--- src/adcfs_map.svh ---
`ifndef ADCFS_MAP_SVH
`define ADCFS_MAP_SVH

// Register byte addresses
`define ADCFS_OFF_CTRL1     8'h00
`define ADCFS_OFF_CHSEL0    8'h04
`define ADCFS_OFF_IRQ_STAT  8'h08
`define ADCFS_OFF_IRQ_MASK  8'h0C
`define ADCFS_OFF_RESULT    8'h10
`define ADCFS_OFF_DMA_CFG   8'h14
`define ADCFS_OFF_DMA_ADDR  8'h18
`define ADCFS_OFF_STATUS    8'h1C

// Control register one field positions
`define ADCFS_BIT_ON        15
`define ADCFS_BIT_SIDL      13
`define ADCFS_BIT_DMABM     12
`define ADCFS_BIT_RES12     10
`define ADCFS_BIT_RESULT_FORMAT_CODE_HI   9
`define ADCFS_BIT_RESULT_FORMAT_CODE_LO   8
`define ADCFS_BIT_AUTO_SAMPLE_ENABLE      2
`define ADCFS_BIT_SAMPLE_ACTIVE      1
`define ADCFS_BIT_DONE      0

// Writable mask of control register one
`define ADCFS_CTRL1_WMASK   16'hB7FE
`define ADCFS_CTRL1_RESET   16'h0000
`define ADCFS_CHSEL_RESET   5'h00

// Timing counts in aclk cycles
`define ADCFS_SAMPLE_CYC    8'h10
`define ADCFS_CONV10_CYC    8'h0C
`define ADCFS_CONV12_CYC    8'h0E

// Interrupt status bits
`define ADCFS_IRQ_DONE      0
`define ADCFS_IRQ_OVR       1

`endif

--- src/adcfs_pkg.sv ---
package adcfs_pkg;

    typedef enum logic [1:0] {
        ADCFS_FMT_INT,
        ADCFS_FMT_SINT,
        ADCFS_FMT_FRAC,
        ADCFS_FMT_SFRAC
    } adcfs_fmt_t;

    typedef struct packed {
        logic        valid;
        logic [15:0] data;
        logic [15:0] addr;
    } adcfs_dma_t;

    typedef struct packed {
        logic       open;
        logic       temp_diode;
        logic       amp_out;
        logic [1:0] amp_idx;
        logic       pin_valid;
        logic [3:0] pin_idx;
    } adcfs_route_t;

endpackage

--- src/adcfs_top.sv ---
// What this block does
// - Converter runs only while converter_on is one; otherwise it is held off.
// - With idle-stop set, conversions halt while the device is idle.
// - Build-mode one: DMA address is the stand-alone buffer address, in order.
// - Build-mode zero: DMA address from input index and DMA buffer size.
// - Resolution select one gives 12-bit single channel, zero 10-bit four channel.
// - Format 00: right-justified raw result, upper bits zero.
// - Format 01: right-justified, upper bits are inverted result MSB.
// - Format 10: left-justified raw result, low bits zero.
// - Format 11: left-justified, top bit inverted MSB, low bits zero.
// - Hardware sets and clears sample and only sets done; software writes sample, clears done.
// - Select codes 0 to 15 route analog inputs 0 to 15.
// - Codes 11000, 11001, 11010 route amplifiers one, two, three.
// - Code 11110 routes the temperature diode of the charge-time unit.
// - Code 11111 leaves the sampler input open.
// - Amplifier output routed only when its mode bit is set, else shared pin.
// - Comparator or amplifier use reassigns inputs 0 to 7 for channels 1 to 3.
`timescale 1ns/1ps
`default_nettype none
`include "adcfs_map.svh"

module adcfs_top (
    // Clock and reset
    input  wire logic                  aclk,
    input  wire logic                  aresetn,
    // AXI4-Lite write address and data
    input  wire logic                  s_axi_awvalid,
    output logic                       s_axi_awready,
    input  wire logic [7:0]            s_axi_awaddr,
    input  wire logic                  s_axi_wvalid,
    output logic                       s_axi_wready,
    input  wire logic [31:0]           s_axi_wdata,
    input  wire logic [3:0]            s_axi_wstrb,
    // AXI4-Lite write response
    output logic                       s_axi_bvalid,
    input  wire logic                  s_axi_bready,
    output logic [1:0]                 s_axi_bresp,
    // AXI4-Lite read
    input  wire logic                  s_axi_arvalid,
    output logic                       s_axi_arready,
    input  wire logic [7:0]            s_axi_araddr,
    output logic                       s_axi_rvalid,
    input  wire logic                  s_axi_rready,
    output logic [31:0]                s_axi_rdata,
    output logic [1:0]                 s_axi_rresp,
    // Device state and amplifier modes
    input  wire logic                  device_idle,
    input  wire logic [2:0]            amplifier_mode_select,
    input  wire logic                  comparator_enable,
    // Converter core
    input  wire logic [11:0]           core_raw_result,
    output logic                       core_enable,
    output logic                       core_sample,
    output logic                       core_convert,
    output logic                       core_res12,
    output adcfs_pkg::adcfs_route_t    core_route,
    output logic                       core_inputs_reassigned,
    // DMA channel
    output adcfs_pkg::adcfs_dma_t      dma_out,
    // Interrupt
    output logic                       irq
);
    import adcfs_pkg::*;

    typedef enum logic [1:0] {
        ADCFS_IDLE,
        ADCFS_SAMPLE,
        ADCFS_CONVERT
    } adcfs_state_t;

    function automatic logic [15:0] adcfs_format(input logic [11:0] raw, input logic res12,
                                                 input logic [1:0] code);
        logic [15:0] w;
        w = 16'h0000;
        case (code)
            2'b00: w = res12 ? {4'h0, raw} : {6'h00, raw[9:0]};
            2'b01: w = res12 ? {{5{~raw[11]}}, raw[10:0]} : {{7{~raw[9]}}, raw[8:0]};
            2'b10: w = res12 ? {raw, 4'h0} : {raw[9:0], 6'h00};
            2'b11: w = res12 ? {~raw[11], raw[10:0], 4'h0} : {~raw[9], raw[8:0], 6'h00};
            default: w = 16'h0000;
        endcase
        return w;
    endfunction

    function automatic logic wsel(input logic [7:0] a, input logic [7:0] off);
        return a[7:2] == off[7:2];
    endfunction

    // Register state
    logic [15:0]  ctrl1_q;
    logic [4:0]   chsel_q;
    logic [1:0]   irq_stat_q;
    logic [1:0]   irq_mask_q;
    logic [15:0]  result_q;
    logic [15:0]  dma_addr_q;
    logic [3:0]   dma_size_q;
    logic [15:0]  dma_base_q;
    logic [15:0]  seq_q;
    logic [7:0]   cnt_q;
    adcfs_state_t state_q;
    logic         idle_s1_q;
    logic         idle_s2_q;

    // Bus holding registers
    logic         aw_have_q;
    logic         w_have_q;
    logic [7:0]   aw_addr_q;
    logic [31:0]  w_data_q;
    logic [3:0]   w_strb_q;

    // Write decode
    wire          wr_fire    = aw_have_q && w_have_q && !s_axi_bvalid;
    wire          wr_lo      = w_strb_q[0];
    wire          wr_hi      = w_strb_q[1];
    wire          wr_ctrl1   = wr_fire && wsel(aw_addr_q, `ADCFS_OFF_CTRL1);
    wire          wr_chsel   = wr_fire && wsel(aw_addr_q, `ADCFS_OFF_CHSEL0) && wr_lo;
    wire          wr_stat    = wr_fire && wsel(aw_addr_q, `ADCFS_OFF_IRQ_STAT) && wr_lo;
    wire          wr_mask    = wr_fire && wsel(aw_addr_q, `ADCFS_OFF_IRQ_MASK) && wr_lo;
    wire          wr_dmacfg  = wr_fire && wsel(aw_addr_q, `ADCFS_OFF_DMA_CFG);
    wire          wr_mapped  = aw_addr_q[7:5] == 3'b000;

    // Control fields
    wire          on_b       = ctrl1_q[`ADCFS_BIT_ON];
    wire          sidl_b     = ctrl1_q[`ADCFS_BIT_SIDL];
    wire          dmabm_b    = ctrl1_q[`ADCFS_BIT_DMABM];
    wire          res12_b    = ctrl1_q[`ADCFS_BIT_RES12];
    wire [1:0]    result_format_code_b     = ctrl1_q[`ADCFS_BIT_RESULT_FORMAT_CODE_HI:`ADCFS_BIT_RESULT_FORMAT_CODE_LO];
    wire          auto_sample_enable_b     = ctrl1_q[`ADCFS_BIT_AUTO_SAMPLE_ENABLE];
    wire          sample_active_b     = ctrl1_q[`ADCFS_BIT_SAMPLE_ACTIVE];
    wire          done_b     = ctrl1_q[`ADCFS_BIT_DONE];

    wire          run        = on_b && !(sidl_b && idle_s2_q);
    wire [7:0]    conv_len   = res12_b ? `ADCFS_CONV12_CYC : `ADCFS_CONV10_CYC;
    wire          cnt_end    = cnt_q == 8'h00;
    wire          sample_active_end   = state_q == ADCFS_SAMPLE && cnt_end && run;
    wire          conv_end   = state_q == ADCFS_CONVERT && cnt_end && run;
    wire [15:0]   fmt_word   = adcfs_format(core_raw_result, res12_b, result_format_code_b);

    wire [15:0]   sg_addr    = dma_base_q
                               + 16'(({12'h000, chsel_q[3:0]} << dma_size_q) << 1);
    wire [15:0]   ord_addr   = dma_base_q + 16'({seq_q[14:0], 1'b0});
    wire [15:0]   next_addr  = dmabm_b ? ord_addr : sg_addr;

    wire          sel_pin    = chsel_q[4] == 1'b0;
    wire          sel_amp    = chsel_q[4:3] == 2'b11 && chsel_q[2:0] <= 3'd2;
    wire [1:0]    amp_i      = chsel_q[1:0];
    wire          amp_on     = sel_amp && amplifier_mode_select[amp_i];
    wire [3:0]    amp_pin    = amp_i == 2'd0 ? 4'd3 : (amp_i == 2'd1 ? 4'd0 : 4'd6);
    adcfs_route_t route_d;
    assign route_d.open       = chsel_q == 5'b11111;
    assign route_d.temp_diode = chsel_q == 5'b11110;
    assign route_d.amp_out    = amp_on;
    assign route_d.amp_idx    = sel_amp ? amp_i : 2'd0;
    assign route_d.pin_valid  = sel_pin || (sel_amp && !amp_on);
    assign route_d.pin_idx    = sel_pin ? chsel_q[3:0] : (sel_amp ? amp_pin : 4'd0);

    // Read mux
    wire [7:0]    ra         = s_axi_araddr;
    wire          rd_ok      = ra[7:5] == 3'b000;
    wire [31:0]   rd_word    = wsel(ra, `ADCFS_OFF_CTRL1)    ? {16'h0000, ctrl1_q}
                   : wsel(ra, `ADCFS_OFF_CHSEL0)   ? {27'h0, chsel_q}
                   : wsel(ra, `ADCFS_OFF_IRQ_STAT) ? {30'h0, irq_stat_q}
                   : wsel(ra, `ADCFS_OFF_IRQ_MASK) ? {30'h0, irq_mask_q}
                   : wsel(ra, `ADCFS_OFF_RESULT)   ? {16'h0000, result_q}
                   : wsel(ra, `ADCFS_OFF_DMA_CFG)  ? {dma_base_q, 12'h000, dma_size_q}
                   : wsel(ra, `ADCFS_OFF_DMA_ADDR) ? {16'h0000, dma_addr_q}
                   : {24'h0, 4'h0, res12_b, run, state_q};

    // Idle input synchroniser
    always_ff @(posedge aclk) begin
        if (!aresetn) begin
            idle_s1_q <= 1'b0;
            idle_s2_q <= 1'b0;
        end else begin
            idle_s1_q <= device_idle;
            idle_s2_q <= idle_s1_q;
        end
    end

    // AXI write channel
    always_ff @(posedge aclk) begin
        if (!aresetn) begin
            aw_have_q     <= 1'b0;
            w_have_q      <= 1'b0;
            aw_addr_q     <= 8'h00;
            w_data_q      <= 32'h0000_0000;
            w_strb_q      <= 4'h0;
            s_axi_awready <= 1'b0;
            s_axi_wready  <= 1'b0;
            s_axi_bvalid  <= 1'b0;
            s_axi_bresp   <= 2'b00;
        end else begin
            s_axi_awready <= !aw_have_q && !s_axi_awready && s_axi_awvalid;
            s_axi_wready  <= !w_have_q && !s_axi_wready && s_axi_wvalid;
            if (s_axi_awvalid && s_axi_awready) begin
                aw_have_q <= 1'b1;
                aw_addr_q <= s_axi_awaddr;
            end
            if (s_axi_wvalid && s_axi_wready) begin
                w_have_q <= 1'b1;
                w_data_q <= s_axi_wdata;
                w_strb_q <= s_axi_wstrb;
            end
            if (wr_fire) begin
                aw_have_q    <= 1'b0;
                w_have_q     <= 1'b0;
                s_axi_bvalid <= 1'b1;
                s_axi_bresp  <= wr_mapped ? 2'b00 : 2'b10;
            end else if (s_axi_bvalid && s_axi_bready) begin
                s_axi_bvalid <= 1'b0;
            end
        end
    end

    // AXI read channel
    always_ff @(posedge aclk) begin
        if (!aresetn) begin
            s_axi_arready <= 1'b0;
            s_axi_rvalid  <= 1'b0;
            s_axi_rdata   <= 32'h0000_0000;
            s_axi_rresp   <= 2'b00;
        end else begin
            s_axi_arready <= !s_axi_arready && !s_axi_rvalid && s_axi_arvalid;
            if (s_axi_arvalid && s_axi_arready) begin
                s_axi_rvalid <= 1'b1;
                s_axi_rdata  <= rd_ok ? rd_word : 32'h0000_0000;
                s_axi_rresp  <= rd_ok ? 2'b00 : 2'b10;
            end else if (s_axi_rvalid && s_axi_rready) begin
                s_axi_rvalid <= 1'b0;
            end
        end
    end

    // Control register one
    logic [15:0] ctrl1_d;
    always_comb begin
        ctrl1_d = ctrl1_q;
        if (wr_ctrl1) begin
            if (wr_lo)
                ctrl1_d[7:1] = w_data_q[7:1];
            if (wr_hi)
                ctrl1_d[15:8] = w_data_q[15:8] & 8'(`ADCFS_CTRL1_WMASK >> 8);
            if (wr_lo && !w_data_q[`ADCFS_BIT_DONE])
                ctrl1_d[`ADCFS_BIT_DONE] = 1'b0;
        end
        if (sample_active_end)
            ctrl1_d[`ADCFS_BIT_SAMPLE_ACTIVE] = 1'b0;
        if (conv_end) begin
            ctrl1_d[`ADCFS_BIT_DONE] = 1'b1;
            ctrl1_d[`ADCFS_BIT_SAMPLE_ACTIVE] = auto_sample_enable_b;
        end
        if (state_q == ADCFS_IDLE && run && auto_sample_enable_b)
            ctrl1_d[`ADCFS_BIT_SAMPLE_ACTIVE] = 1'b1;
        ctrl1_d = ctrl1_d & `ADCFS_CTRL1_WMASK | {15'h0, ctrl1_d[`ADCFS_BIT_DONE]};
    end

    // Sequencer
    always_ff @(posedge aclk) begin
        if (!aresetn) begin
            ctrl1_q <= `ADCFS_CTRL1_RESET;
            state_q <= ADCFS_IDLE;
            cnt_q   <= 8'h00;
        end else begin
            ctrl1_q <= ctrl1_d;
            if (!on_b) begin
                state_q <= ADCFS_IDLE;
            end else if (run) begin
                case (state_q)
                    ADCFS_IDLE: if (sample_active_b || auto_sample_enable_b) begin
                        state_q <= ADCFS_SAMPLE;
                        cnt_q   <= `ADCFS_SAMPLE_CYC;
                    end
                    ADCFS_SAMPLE: if (cnt_end) begin
                        state_q <= ADCFS_CONVERT;
                        cnt_q   <= conv_len;
                    end else begin
                        cnt_q <= cnt_q - 8'h01;
                    end
                    ADCFS_CONVERT: if (cnt_end) begin
                        state_q <= ADCFS_IDLE;
                    end else begin
                        cnt_q <= cnt_q - 8'h01;
                    end
                    default: state_q <= ADCFS_IDLE;
                endcase
            end
        end
    end

    // Result, DMA and other registers
    always_ff @(posedge aclk) begin
        if (!aresetn) begin
            chsel_q    <= `ADCFS_CHSEL_RESET;
            result_q   <= 16'h0000;
            dma_addr_q <= 16'h0000;
            dma_size_q <= 4'h0;
            dma_base_q <= 16'h0000;
            seq_q      <= 16'h0000;
            irq_stat_q <= 2'b00;
            irq_mask_q <= 2'b00;
            dma_out    <= '0;
            irq        <= 1'b0;
        end else begin
            if (wr_chsel)
                chsel_q <= w_data_q[4:0];
            if (wr_mask)
                irq_mask_q <= w_data_q[1:0];
            if (wr_dmacfg) begin
                dma_size_q <= w_data_q[3:0];
                dma_base_q <= w_data_q[31:16];
                seq_q      <= 16'h0000;
            end
            dma_out.valid <= 1'b0;
            if (conv_end) begin
                result_q      <= fmt_word;
                dma_addr_q    <= next_addr;
                dma_out.valid <= 1'b1;
                dma_out.data  <= fmt_word;
                dma_out.addr  <= next_addr;
                seq_q         <= seq_q + 16'h0001;
            end
            // Set wins over write-one clear
            irq_stat_q <= (irq_stat_q & ~(wr_stat ? w_data_q[1:0] : 2'b00))
                          | {conv_end && done_b, conv_end};
            irq <= |(irq_stat_q & irq_mask_q);
        end
    end

    // Core drive
    always_ff @(posedge aclk) begin
        if (!aresetn) begin
            core_enable            <= 1'b0;
            core_sample            <= 1'b0;
            core_convert           <= 1'b0;
            core_res12             <= 1'b0;
            core_route             <= '0;
            core_inputs_reassigned <= 1'b0;
        end else begin
            core_enable            <= run;
            core_sample            <= run && state_q == ADCFS_SAMPLE;
            core_convert           <= run && state_q == ADCFS_CONVERT;
            core_res12             <= res12_b;
            core_route             <= route_d;
            core_inputs_reassigned <= comparator_enable || (|amplifier_mode_select);
        end
    end

endmodule

`default_nettype wire

--- config.mk ---
export PLATFORM = sky130hd
export DESIGN_NAME = adcfs_top
export DESIGN_NICKNAME = d
export VERILOG_FILES = /design/src/adcfs_pkg.sv /design/src/adcfs_top.sv
export VERILOG_INCLUDE_DIRS = /design/src
export SDC_FILE = /design/constraint.sdc
export NUM_CORES = 1
export LEC_CHECK = 0
export ABC_AREA = 1
export BUFFER_PORTS_ARGS = -buffer_cell sky130_fd_sc_hd__buf_4
export CORE_MARGIN = 2
export CORE_UTILIZATION = 51
export CTS_CLUSTER_SIZE = 30
export DETAILED_ROUTE_END_ITERATION = 6
export PLACE_DENSITY_LB_ADDON = 0.08
export SLEW_MARGIN = 20
export SYNTH_ARGS = -nofsm -noshare
export SYNTH_HDL_FRONTEND = slang
export SYNTH_SLANG_ARGS = --single-unit
export TNS_END_PERCENT = 50
--- constraint.sdc ---
create_clock -name aclk -period 2.6 [get_ports aclk]
set_clock_uncertainty 0.2 [all_clocks]
set_input_delay 0.13 -clock aclk [delete_from_list [all_inputs] [get_ports aclk]]
set_output_delay 0.13 -clock aclk [all_outputs]
set_load 0.1 [all_outputs]
==> impl_metrics.toml, run 1 <==
[logic_synthesis]
yosysWarnings = 0
synth_seq_area_share = 0.4207
synthTopCellsByCount = "dfxtp_1, nand2_1, a21oi_1"
netlist.area_leader.share = 0.4207
synth_xor_xnor_area_share = 0.01022
synth-adder-area-share = 0.03134
avgSynthCellArea_um2 = 7.362
synth_top_cell_by_area = "dfxtp_1"
synthFlopType = "dfxtp_1"
synthMostInstantiatedCell = "dfxtp_1"
synth_top_family_by_area = "compound AO/OA/AOI/OAI gates"
synth_edf_count = 0
synth-compound-area-share = 0.2271
ys_top_cells_by_area = "dfxtp_1, a21oi_1, nand2_1"
synthCells = 1280
muxShareOfSynthArea = 0
synthDistinctLibCells = 56
yosys_register_bits = 198
async_reset_ff_frac = 0
syn_area_um2 = 9423
yosys.area_share.simple = 0.2199

[grt]
overflow = 0
grt_pass1_vias = 8830
antenna_found_initial = 0
grt_max_degree = 120
grt.total_usage = 0.2889
grt_first_pass_wirelength_um = 45530

[clock_network]
ctsRootBufferMaster = "clkbuf_16"
cts_buffers = 17
tritoncts = "done"
clk_latency_ps = 440
cts.sinks = 198
clkTransAtPathRegs_ps = 70
h-tree-depth = 4
cts_buffer_depth = 2

[critical_path]
r2r_slack_ps = -80
worstPathCellList = "nand2_1 > o21ai_2 > nor2_1 > a31oi_1 > o21ai_1 > a21oi_2 > a21oi_1 > ha_1 > nand2_1 > inv_1 > a21o_1 > nand2_1 > nand4_1 > nand3_1 > nand2_1 > o21ai_2 > inv_1"
cp_max_fo = 9
start_kind = "register"
worst_ep_arrival_time_ps = 2810
worst_setup_path_end_kind = "register"
r2r-start = "dma_size_q[0]$_SDFFE_PN0P_"
crit_family = "compound AO/OA/AOI/OAI gates"
cp_num_cells = 17
rr_worst_depth = 17
endpoint = "dma_addr_q[15]$_SDFFE_PN0P_"
cp_num_buf_inv = 2
setup.worst_path.class = "register to register"
slowest_stage = "dfxtp_4"
cp_slowest_stage_delay_ps = 390
critPathLaunch = "dma_size_q[0]$_SDFFE_PN0P_"
crit_top_cell = "nand2_1"
required_ps = 2730
r2r_end = "dma_addr_q[15]$_SDFFE_PN0P_"

[floorplan]
rows = 49
die_area_um2 = 19580
top_level_ports = 166
die_h_um = 139.9
die_w_um = 139.9
core_area_um2 = 18020
start_util = 0.5228

[sta]
hold_violations = 0
tns_ps = -77.06
max_slew_margin = 0.2762
setup_viol = 1
layout_min_cycle_time_ps = 2677
tightest_slew_ps = 1086
holdWs_ps = 45.05
rsz0062_at_grt = "true"
setup_ws_ps = -77.06
maxSlewViolCount = 0
max_freq_mhz = 373.5
fin_crit_sh = 1.030

[finish]
nets = 1625
finish.instance_area_um2 = 12450
area_delta_synth_final_pct = 32.13
drive_gt1_frac = 0.2217
final_cell_count_no_fill = 1768

[placement]
numPortBuffers = 155
gp_congestion = 0.9454
dp_cells = 1666
place_area_um2 = 11060
place_hpwl_um = 20250

[outcome]
violations = "negative setup slack"
status = "finished with violations"

[route]
wirelength_um = 28470
drt_first_pass_iters = 7
drc = 0
ant_nets = 0
vias = 9545
avgRoutedWirePerCell_um = 16.10
drt_iter0_drc = 843
viasPerCell = 5.399

[pwr]
power_density_nw_per_um2 = 499.7
p_leak_nw = 5.491
ir_drop_mv = 0.4293

[job]
cap_violations = 0

[min_path]
min_path_type = "primary input to register"
## flip-flops by register name, summed over array words and instances (netlist names), 8 cells and up
| signal | count |
|---|---|
| seq_q | 15 |
| result_q | 16 |
| ctrl1_q | 14 |
| dma_base_q | 16 |
| w_data_q | 30 |
| core_route | 10 |
| cnt_q | 8 |
| s_axi_rdata | 32 |
| dma_addr_q | 16 |
## layer usage
layer | up-vias | global-route usage | wire length, um
li1 | 4766 | - | -
met1 | 4305 | 0.3991 | 12870
met2 | 423 | 0.4478 | 12450
met3 | 51 | 0.06872 | 2365
met4 | 0 | 0.09368 | 783
met5 | - | 0 | 0
## where the power goes
| group | internal (mW) | total (mW) | switching (mW) |
|---|---|---|---|
| combinational | 0.187 | 0.447 | 0.261 |
| sequential | 3.07 | 3.09 | 0.0186 |
| clock | 1.40 | 2.69 | 1.29 |
| total | 4.65 | 6.22 | 1.57 |
## final cells by class
type	instances	area [um2]
Tap cell	229	286.5
Fill cell	1587	5574
Timing Repair Buffer	279	2292
Clock buffer	18	439.2
Sequential cell	198	3968
Clock inverter	13	161.4
Multi-Input combinational cell	869	4692
Inverter	161	609.3
Antenna cell	1	2.502
## tightest hold or removal path, delay by kind of cell
kind | cells | cell delay [ps]
AO/OA/AOI/OAI | 3 | 390
buffers and inverters | 1 | 80
AND/OR/NAND/NOR | 1 | 40
## per-stage QoR
| step | total power [mW] | setup WS (ps) | utilization |
|---|---|---|---|
| after detailed placement | 3.523 | -141.4 | 0.6137 |
| after floorplan | 3.379 | 79.11 | - |
| after CTS | 6.250 | -18.37 | 0.6846 |
| after global routing | 6.407 | -286.9 | 0.6906 |
| after global placement | 3.520 | -70.39 | 0.6137 |
| final | 6.222 | -77.06 | 0.6908 |
## worst min path at each step
stage / startpoint / endpoint / slack (ps) / cells after the start
6_report: core_raw_result[10] / result_q[10]$_SDFFE_PN0P_ / 50 / 5
4_1_cts: core_raw_result[10] / result_q[10]$_SDFFE_PN0P_ / 20 / 5
2_1_floorplan: device_idle / idle_s1_q$_SDFF_PN0_ / 30 / 2
3_3_place_gp: device_idle / idle_s1_q$_SDFF_PN0_ / 120 / 3
3_5_place_dp: device_idle / idle_s1_q$_SDFF_PN0_ / 120 / 3
5_1_grt: core_raw_result[10] / result_q[10]$_SDFFE_PN0P_ / 60 / 5
## cells by family after synthesis
family	after synthesis
adder cells (fa/ha/maj)	23
buffers and inverters	214
AO/OA/AOI/OAI	388
AND/OR/NAND/NOR	445
flip-flops	198
other	1
XOR/XNOR	11
## repair_timing
item	4_1_cts	5_1_grt
resized for setup	8	25
buffers inserted	0	4
endpoints found under the setup margin	8	15
pin swaps	1	9
endpoints found under the hold margin	65	0
hold buffers	66	0
## cell usage in the layout (no fill, tap or decap), drive strengths merged, types with 3 or more instances in the layout
master / netlist / layout
nor3: 18 / 18
ha: 22 / 22
a211oi: 7 / 7
xnor2: 6 / 6
clkinv: 3 / 8
nand4: 10 / 10
inv: 158 / 164
a21oi: 154 / 154
xor2: 5 / 5
nand2: 199 / 199
a21o: 7 / 7
o211ai: 11 / 11
nor2: 143 / 143
a22oi: 6 / 6
nand3: 67 / 67
nor4: 3 / 3
dlygate4sd3: 0 / 66
buf: 17 / 213
o22ai: 11 / 11
a31oi: 7 / 7
a221oi: 4 / 4
or2: 3 / 3
o21ai: 168 / 168
clkbuf: 36 / 18
dfxtp: 198 / 198
o21a: 3 / 3
(Power assumes the default switching activity.)
==> run 2, diff against run 1 <==
--- a/config.mk
+++ b/config.mk
@@ -8,8 +8,10 @@
 export LEC_CHECK = 0
 export ABC_AREA = 1
 export BUFFER_PORTS_ARGS = -buffer_cell sky130_fd_sc_hd__buf_4
+export CAP_MARGIN = 15
 export CORE_MARGIN = 2
-export CORE_UTILIZATION = 51
+export CORE_UTILIZATION = 53
+export CTS_BUF_LIST = sky130_fd_sc_hd__clkbuf_4
 export CTS_CLUSTER_SIZE = 30
 export DETAILED_ROUTE_END_ITERATION = 6
 export PLACE_DENSITY_LB_ADDON = 0.08
==> run 2 against run 1 <==
Against the previous run:
- the run still ends with negative setup slack left
- clock power shrank 45%
- hold slack gained 35 ps
- die area shrank 3.7%
- critical endpoint unchanged
- highest routed layer unchanged
==> impl_metrics.toml, run 2 (synthesis gave the netlist of run 1 again) <==
[critical_path]
slowest_stage = "dfxtp_4"
start_kind = "register"
required_ps = 2890
worstPathCellList = "o21ai_2 > nand3_1 > nor2_1 > a211oi_1 > a21oi_1 > ha_1 > a21o_1 > a21o_1 > nand2_1 > nand4_1 > nand3_1 > nand2_1 > o21ai_1 > inv_1"
cp_max_fo = 6
worst_ep_arrival_time_ps = 2890
crit_family = "compound AO/OA/AOI/OAI gates"
cp_num_buf_inv = 1
setup.worst_path.class = "register to register"
worst_setup_path_end_kind = "register"
cp_slowest_stage_delay_ps = 400

[sta]
rsz0062_at_grt = "true"
holdWs_ps = 80.02
setup_ws_ps = -2.500
layout_min_cycle_time_ps = 2602
max_freq_mhz = 384.2
tightest_slew_ps = 784.2
fin_crit_sh = 1.001
maxSlewViolCount = 0
setup_viol = 1
max_slew_margin = 0.4772
tns_ps = -2.500
hold_violations = 0

[placement]
numPortBuffers = 155
place_area_um2 = 11080
gp_congestion = 0.9399
place_hpwl_um = 20310

[job]
cap_violations = 0

[clock_network]
clkTransAtPathRegs_ps = 160
cts_buffer_depth = 2
clk_latency_ps = 590
h-tree-depth = 4
cts_buffers = 17
cts.sinks = 198
ctsRootBufferMaster = "clkbuf_4"
tritoncts = "done"

[floorplan]
die_area_um2 = 18860
die_h_um = 137.3
top_level_ports = 166
rows = 48
die_w_um = 137.3
core_area_um2 = 17360
start_util = 0.5429

[pwr]
p_leak_nw = 5.398
power_density_nw_per_um2 = 409.2
power_mw = 5.047
ir_drop_mv = 0.3808

[finish]
reg_top3 = "s_axi_rdata (32), w_data_q (30)"
area_delta_synth_final_pct = 30.89
layout_commonest_cell = "buf_4"
finish.instance_area_um2 = 12330
largest_register_ffs = 32
drive_gt1_frac = 0.2397
multi_input_area_um2 = 4812
top_register = "s_axi_rdata"
nFillCells = 1447
regArea_um2 = 3971
nets = 1642
layout_common_cells = "buf_4, dfxtp_1, nand2_1"
final_core_util = 0.7106

[route]
avgRoutedWirePerCell_um = 15.70
ant_nets = 0
vias = 9615
viasPerCell = 5.396
wirelength_um = 27990
drt_first_pass_iters = 6
drc = 0
drt_iter0_drc = 821

[grt]
grt_first_pass_wirelength_um = 44080
grt.total_usage = 0.2999
grt_max_degree = 66
grt_pass1_vias = 8887
antenna_found_initial = 1
overflow = 0

[min_path]
min_path_type = "primary input to register"

[outcome]
violations = "negative setup slack"
status = "finished with violations"
[run 2: final cells by class]
| class | instances | area share |
|---|---|---|
| tap | 225 | 0.02283 |
| antenna | 1 | 0.0002029 |
| timing repair buffer | 296 | 0.1962 |
| inverter | 161 | 0.04920 |
| clock buffer | 19 | 0.01157 |
| clock inverter | 13 | 0.007812 |
| sequential | 198 | 0.3220 |
| multi-input combinational | 869 | 0.3902 |
[run 2: layer usage]
layer / track usage / part of all wire
met1: 0.4078 / 0.45
met2: 0.4837 / 0.45
met3: 0.03863 / 0.071
met4: 0.1191 / 0.030
met5: 0 / 0
[run 2: repair_timing]
action                     CTS  global route
gates resized for setup     10            57
hold endpoints to repair   101             0
pin swaps                    4            22
buffers inserted             1             5
setup endpoints to repair    9            17
hold buffers                75             0
[run 2: path summary, 6_finish.rpt]
check,start,end,slack [ps],cells after the start
hold reg to reg,idle_s1_q$_SDFF_PN0_,idle_s2_q$_SDFF_PN0_,220,2
setup reg to reg,dma_size_q[0]$_SDFFE_PN0P_,dma_addr_q[15]$_SDFFE_PN0P_,-2,14
setup / recovery,dma_size_q[0]$_SDFFE_PN0P_,dma_addr_q[15]$_SDFFE_PN0P_,-2,14
hold / removal,s_axi_araddr[6],s_axi_rdata[1]$_SDFFE_PN0P_,80,11
[run 2: report_power, final]
group / leakage, nW / switching (mW) / internal, mW
clock: 0.138 / 1.08 / 0.416
combinational: 3.66 / 0.263 / 0.198
sequential: 1.60 / 0.0182 / 3.07
[run 2: per-stage QoR]
step	worst slack [ps]	std cells
after detailed placement	-153.5	1668
after global routing	-233.5	1782
after global placement	-63.81	1668
final	-2.500	1782
after CTS	0.1996	1776
after floorplan	79.11	1281
[run 2: worst min-delay path: cells and delay by family]
family	cells	cell delay, ps
AOI/OAI and AO/OA	1	100
and+or+nand+nor	9	510
buffers and inverters	1	100
==> run 3, diff against run 2 <==
--- a/config.mk
+++ b/config.mk
@@ -6,15 +6,14 @@
 export SDC_FILE = /design/constraint.sdc
 export NUM_CORES = 1
 export LEC_CHECK = 0
-export ABC_AREA = 1
 export BUFFER_PORTS_ARGS = -buffer_cell sky130_fd_sc_hd__buf_4
 export CAP_MARGIN = 15
 export CORE_MARGIN = 2
-export CORE_UTILIZATION = 53
+export CORE_UTILIZATION = 52
 export CTS_BUF_LIST = sky130_fd_sc_hd__clkbuf_4
 export CTS_CLUSTER_SIZE = 30
 export DETAILED_ROUTE_END_ITERATION = 6
-export PLACE_DENSITY_LB_ADDON = 0.08
+export PLACE_DENSITY = 0.78
 export SLEW_MARGIN = 20
 export SYNTH_ARGS = -nofsm -noshare
 export SYNTH_HDL_FRONTEND = slang
==> run 3 against run 2 <==
Against the previous run:
- the flow still finishes with violations (negative setup slack)
- sequential cell count unchanged
- synthesized area shrank 3.2%
- cell area increased by 2.3%
- combinational power is 3% higher
- sequential power about the same
- synthesized cell count fell by 13%
- sequential share of layout area shrank 0.66 points
- register-to-register slack got worse by 210 ps
- via count is 0.42% higher
- first-iteration DRC count up 2.4%
- critical path depth decreased by 1
- setup slack lost 210 ps
- critical endpoint is now dma_addr_q[14]$_SDFFE_PN0P_
- largest power group unchanged
==> impl_metrics.toml, run 3 <==
[finish]
layout_common_cells = "buf_4, dfxtp_1, nand2_1"
finish.instance_area_um2 = 12610
top_register = "s_axi_rdata"
drive_gt1_frac = 0.2472
area_delta_synth_final_pct = 38.36
largest_register_ffs = 32
reg_top3 = "s_axi_rdata (32), w_data_q (30)"
nets = 1510
nFillCells = 1326
layout_commonest_cell = "buf_4"

[logic_synthesis]
synthDistinctLibCells = 73
avgSynthCellArea_um2 = 8.177
async_reset_ff_frac = 0
yosysWarnings = 0
ys_top_cells_by_area = "dfxtp_1, nand2_1, a21oi_1"
syn_area_um2 = 9117
synth_edf_count = 0
yosys_register_bits = 198
synthMostInstantiatedCell = "dfxtp_1"
synthCells = 1115
synthFlopType = "dfxtp_1"
synthTopCellsByCount = "dfxtp_1, nand2_1, a21oi_1"
netlist.area_leader.share = 0.4347
synth_seq_area_share = 0.4347
synth_top_cell_by_area = "dfxtp_1"

[critical_path]
slowest_stage = "dfxtp_2"
cp_slowest_stage_delay_ps = 360
rr_worst_depth = 13
r2r_slack_ps = -210
cp_max_fo = 8
required_ps = 2940
worstPathCellList = "buf_6 > mux2i_2 > nor2_1 > a31oi_1 > nor2_1 > a22o_1 > ha_4 > o21ai_1 > o21bai_2 > a21oi_1 > o21ai_2 > o21a_1 > o32ai_2"
start_kind = "register"
worst_ep_arrival_time_ps = 3150
r2r_end = "dma_addr_q[14]$_SDFFE_PN0P_"
crit_top_cell = "nor2_1"
r2r-start = "chsel_q[2]$_SDFFE_PN0P_"
critPathLaunch = "chsel_q[2]$_SDFFE_PN0P_"
worst_setup_path_end_kind = "register"
setup.worst_path.class = "register to register"

[pwr]
ir_drop_mv = 0.3100
p_leak_nw = 5.110
power_density_nw_per_um2 = 420.5

[clock_network]
cts.sinks = 198
cts_buffers = 17
clkTransAtPathRegs_ps = 160
ctsRootBufferMaster = "clkbuf_4"
cts_buffer_depth = 2
tritoncts = "done"
clk_latency_ps = 630
h-tree-depth = 4

[outcome]
status = "finished with violations"
violations = "negative setup slack"

[floorplan]
die_w_um = 136.4
rows = 48
top_level_ports = 166
core_area_um2 = 17240
start_util = 0.5290
die_area_um2 = 18610
die_h_um = 136.4

[route]
ant_nets = 0
viasPerCell = 5.852
drt_iter0_drc = 841
drt_first_pass_iters = 6
avgRoutedWirePerCell_um = 18.03
wirelength_um = 29750
vias = 9655
drc = 0

[sta]
tns_ps = -1032
rsz0062_at_grt = "true"
hold_violations = 0
layout_min_cycle_time_ps = 2810
tightest_slew_ps = 632.3
setup_ws_ps = -210.2
maxSlewViolCount = 0
max_freq_mhz = 355.8
setup_viol = 8
fin_crit_sh = 1.081
max_slew_margin = 0.5740

[grt]
grt_pass1_vias = 8936
antenna_found_initial = 1
grt_max_degree = 51
grt.total_usage = 0.3157
overflow = 0
grt_first_pass_wirelength_um = 45750

[placement]
place_hpwl_um = 20420
gp_congestion = 0.9767
place_ws_ps = -293.4
numPortBuffers = 155
place_area_um2 = 10940

[min_path]
min_path_type = "primary input to register"
hold_depth = 3
min_from = "device_idle"
whs_endpoint = "idle_s1_q$_SDFF_PN0_"

[job]
cap_violations = 0
-- run 3: power breakdown --
group	internal [mW]	switching [mW]	total, mW
Combinational	0.213	0.261	0.474
Clock	0.611	1.13	1.74
Sequential	3.07	0.0246	3.09
Total	3.89	1.42	5.31
-- run 3: per-layer routing --
layer / wire [um] / GRT usage
met2: 13690 / 0.5106
met1: 12310 / 0.4091
met4: 1028 / 0.1238
met5: 0 / 0
met3: 2727 / 0.07233
-- run 3: timing repair --
item / CTS / global route
resized for setup: 20 / 38
cloned: 1 / 1
hold buffers: 105 / 0
setup endpoints to repair: 19 / 35
hold endpoints to repair: 101 / 0
pin swaps: 16 / 9
setup buffers: 4 / 4
-- run 3: worst max path at each step --
stage | cells after the start | to | slack (ps)
2_1_floorplan | 13 | dma_addr_q[11]$_SDFFE_PN0P_ | -90
3_3_place_gp | 10 | dma_addr_q[15]$_SDFFE_PN0P_ | -270
3_5_place_dp | 10 | dma_addr_q[15]$_SDFFE_PN0P_ | -290
4_1_cts | 13 | dma_addr_q[11]$_SDFFE_PN0P_ | -130
5_1_grt | 13 | dma_addr_q[14]$_SDFFE_PN0P_ | -350
6_report | 13 | dma_addr_q[14]$_SDFFE_PN0P_ | -210
-- run 3: worst max-delay path: cells and delay by family, from the launching register on --
family,cells,cell delay [ps]
AND/OR/NAND/NOR,2,150
flip-flops,1,360
adder cells (fa/ha/maj),1,260
buffers and inverters,1,140
AO/OA/AOI/OAI,8,1420
multiplexers,1,200
-- run 3: cell type report --
| class | count | area [um2] | share of cell area |
|---|---|---|---|
| inverter | 18 | 70.07 | 0.005554 |
| tap | 225 | 281.5 | 0.02232 |
| clock inverter | 14 | 166.4 | 0.01319 |
| multi-input combinational | 826 | 5004 | 0.3966 |
| antenna | 1 | 2.502 | 0.0001984 |
| timing repair buffer | 350 | 2977 | 0.2360 |
| clock buffer | 18 | 135.1 | 0.01071 |
| sequential | 198 | 3979 | 0.3154 |
-- run 3: kinds of logic after synthesis --
kind of cell             after synthesis  synth area share
multiplexers                          46           0.05201
AND/OR/NAND/NOR                      425            0.2098
flip-flops                           198            0.4347
XOR/XNOR                              16           0.01537
other                                  1         0.0004113
adder cells (fa/ha/maj)               23           0.03239
AO/OA/AOI/OAI                        313            0.2133
buffers and inverters                 93           0.04199
-- run 3: through the flow --
step	cells	total power [mW]	hold slack, ps	utilization
2_1_floorplan	1116	3.369	40.89	-
3_3_place_gp	1502	3.510	137.2	0.6347
3_5_place_dp	1502	3.515	144.4	0.6347
4_1_cts	1644	5.304	31.59	0.7205
5_1_grt	1650	5.470	74.28	0.7319
6_report	1650	5.305	61.78	0.7319
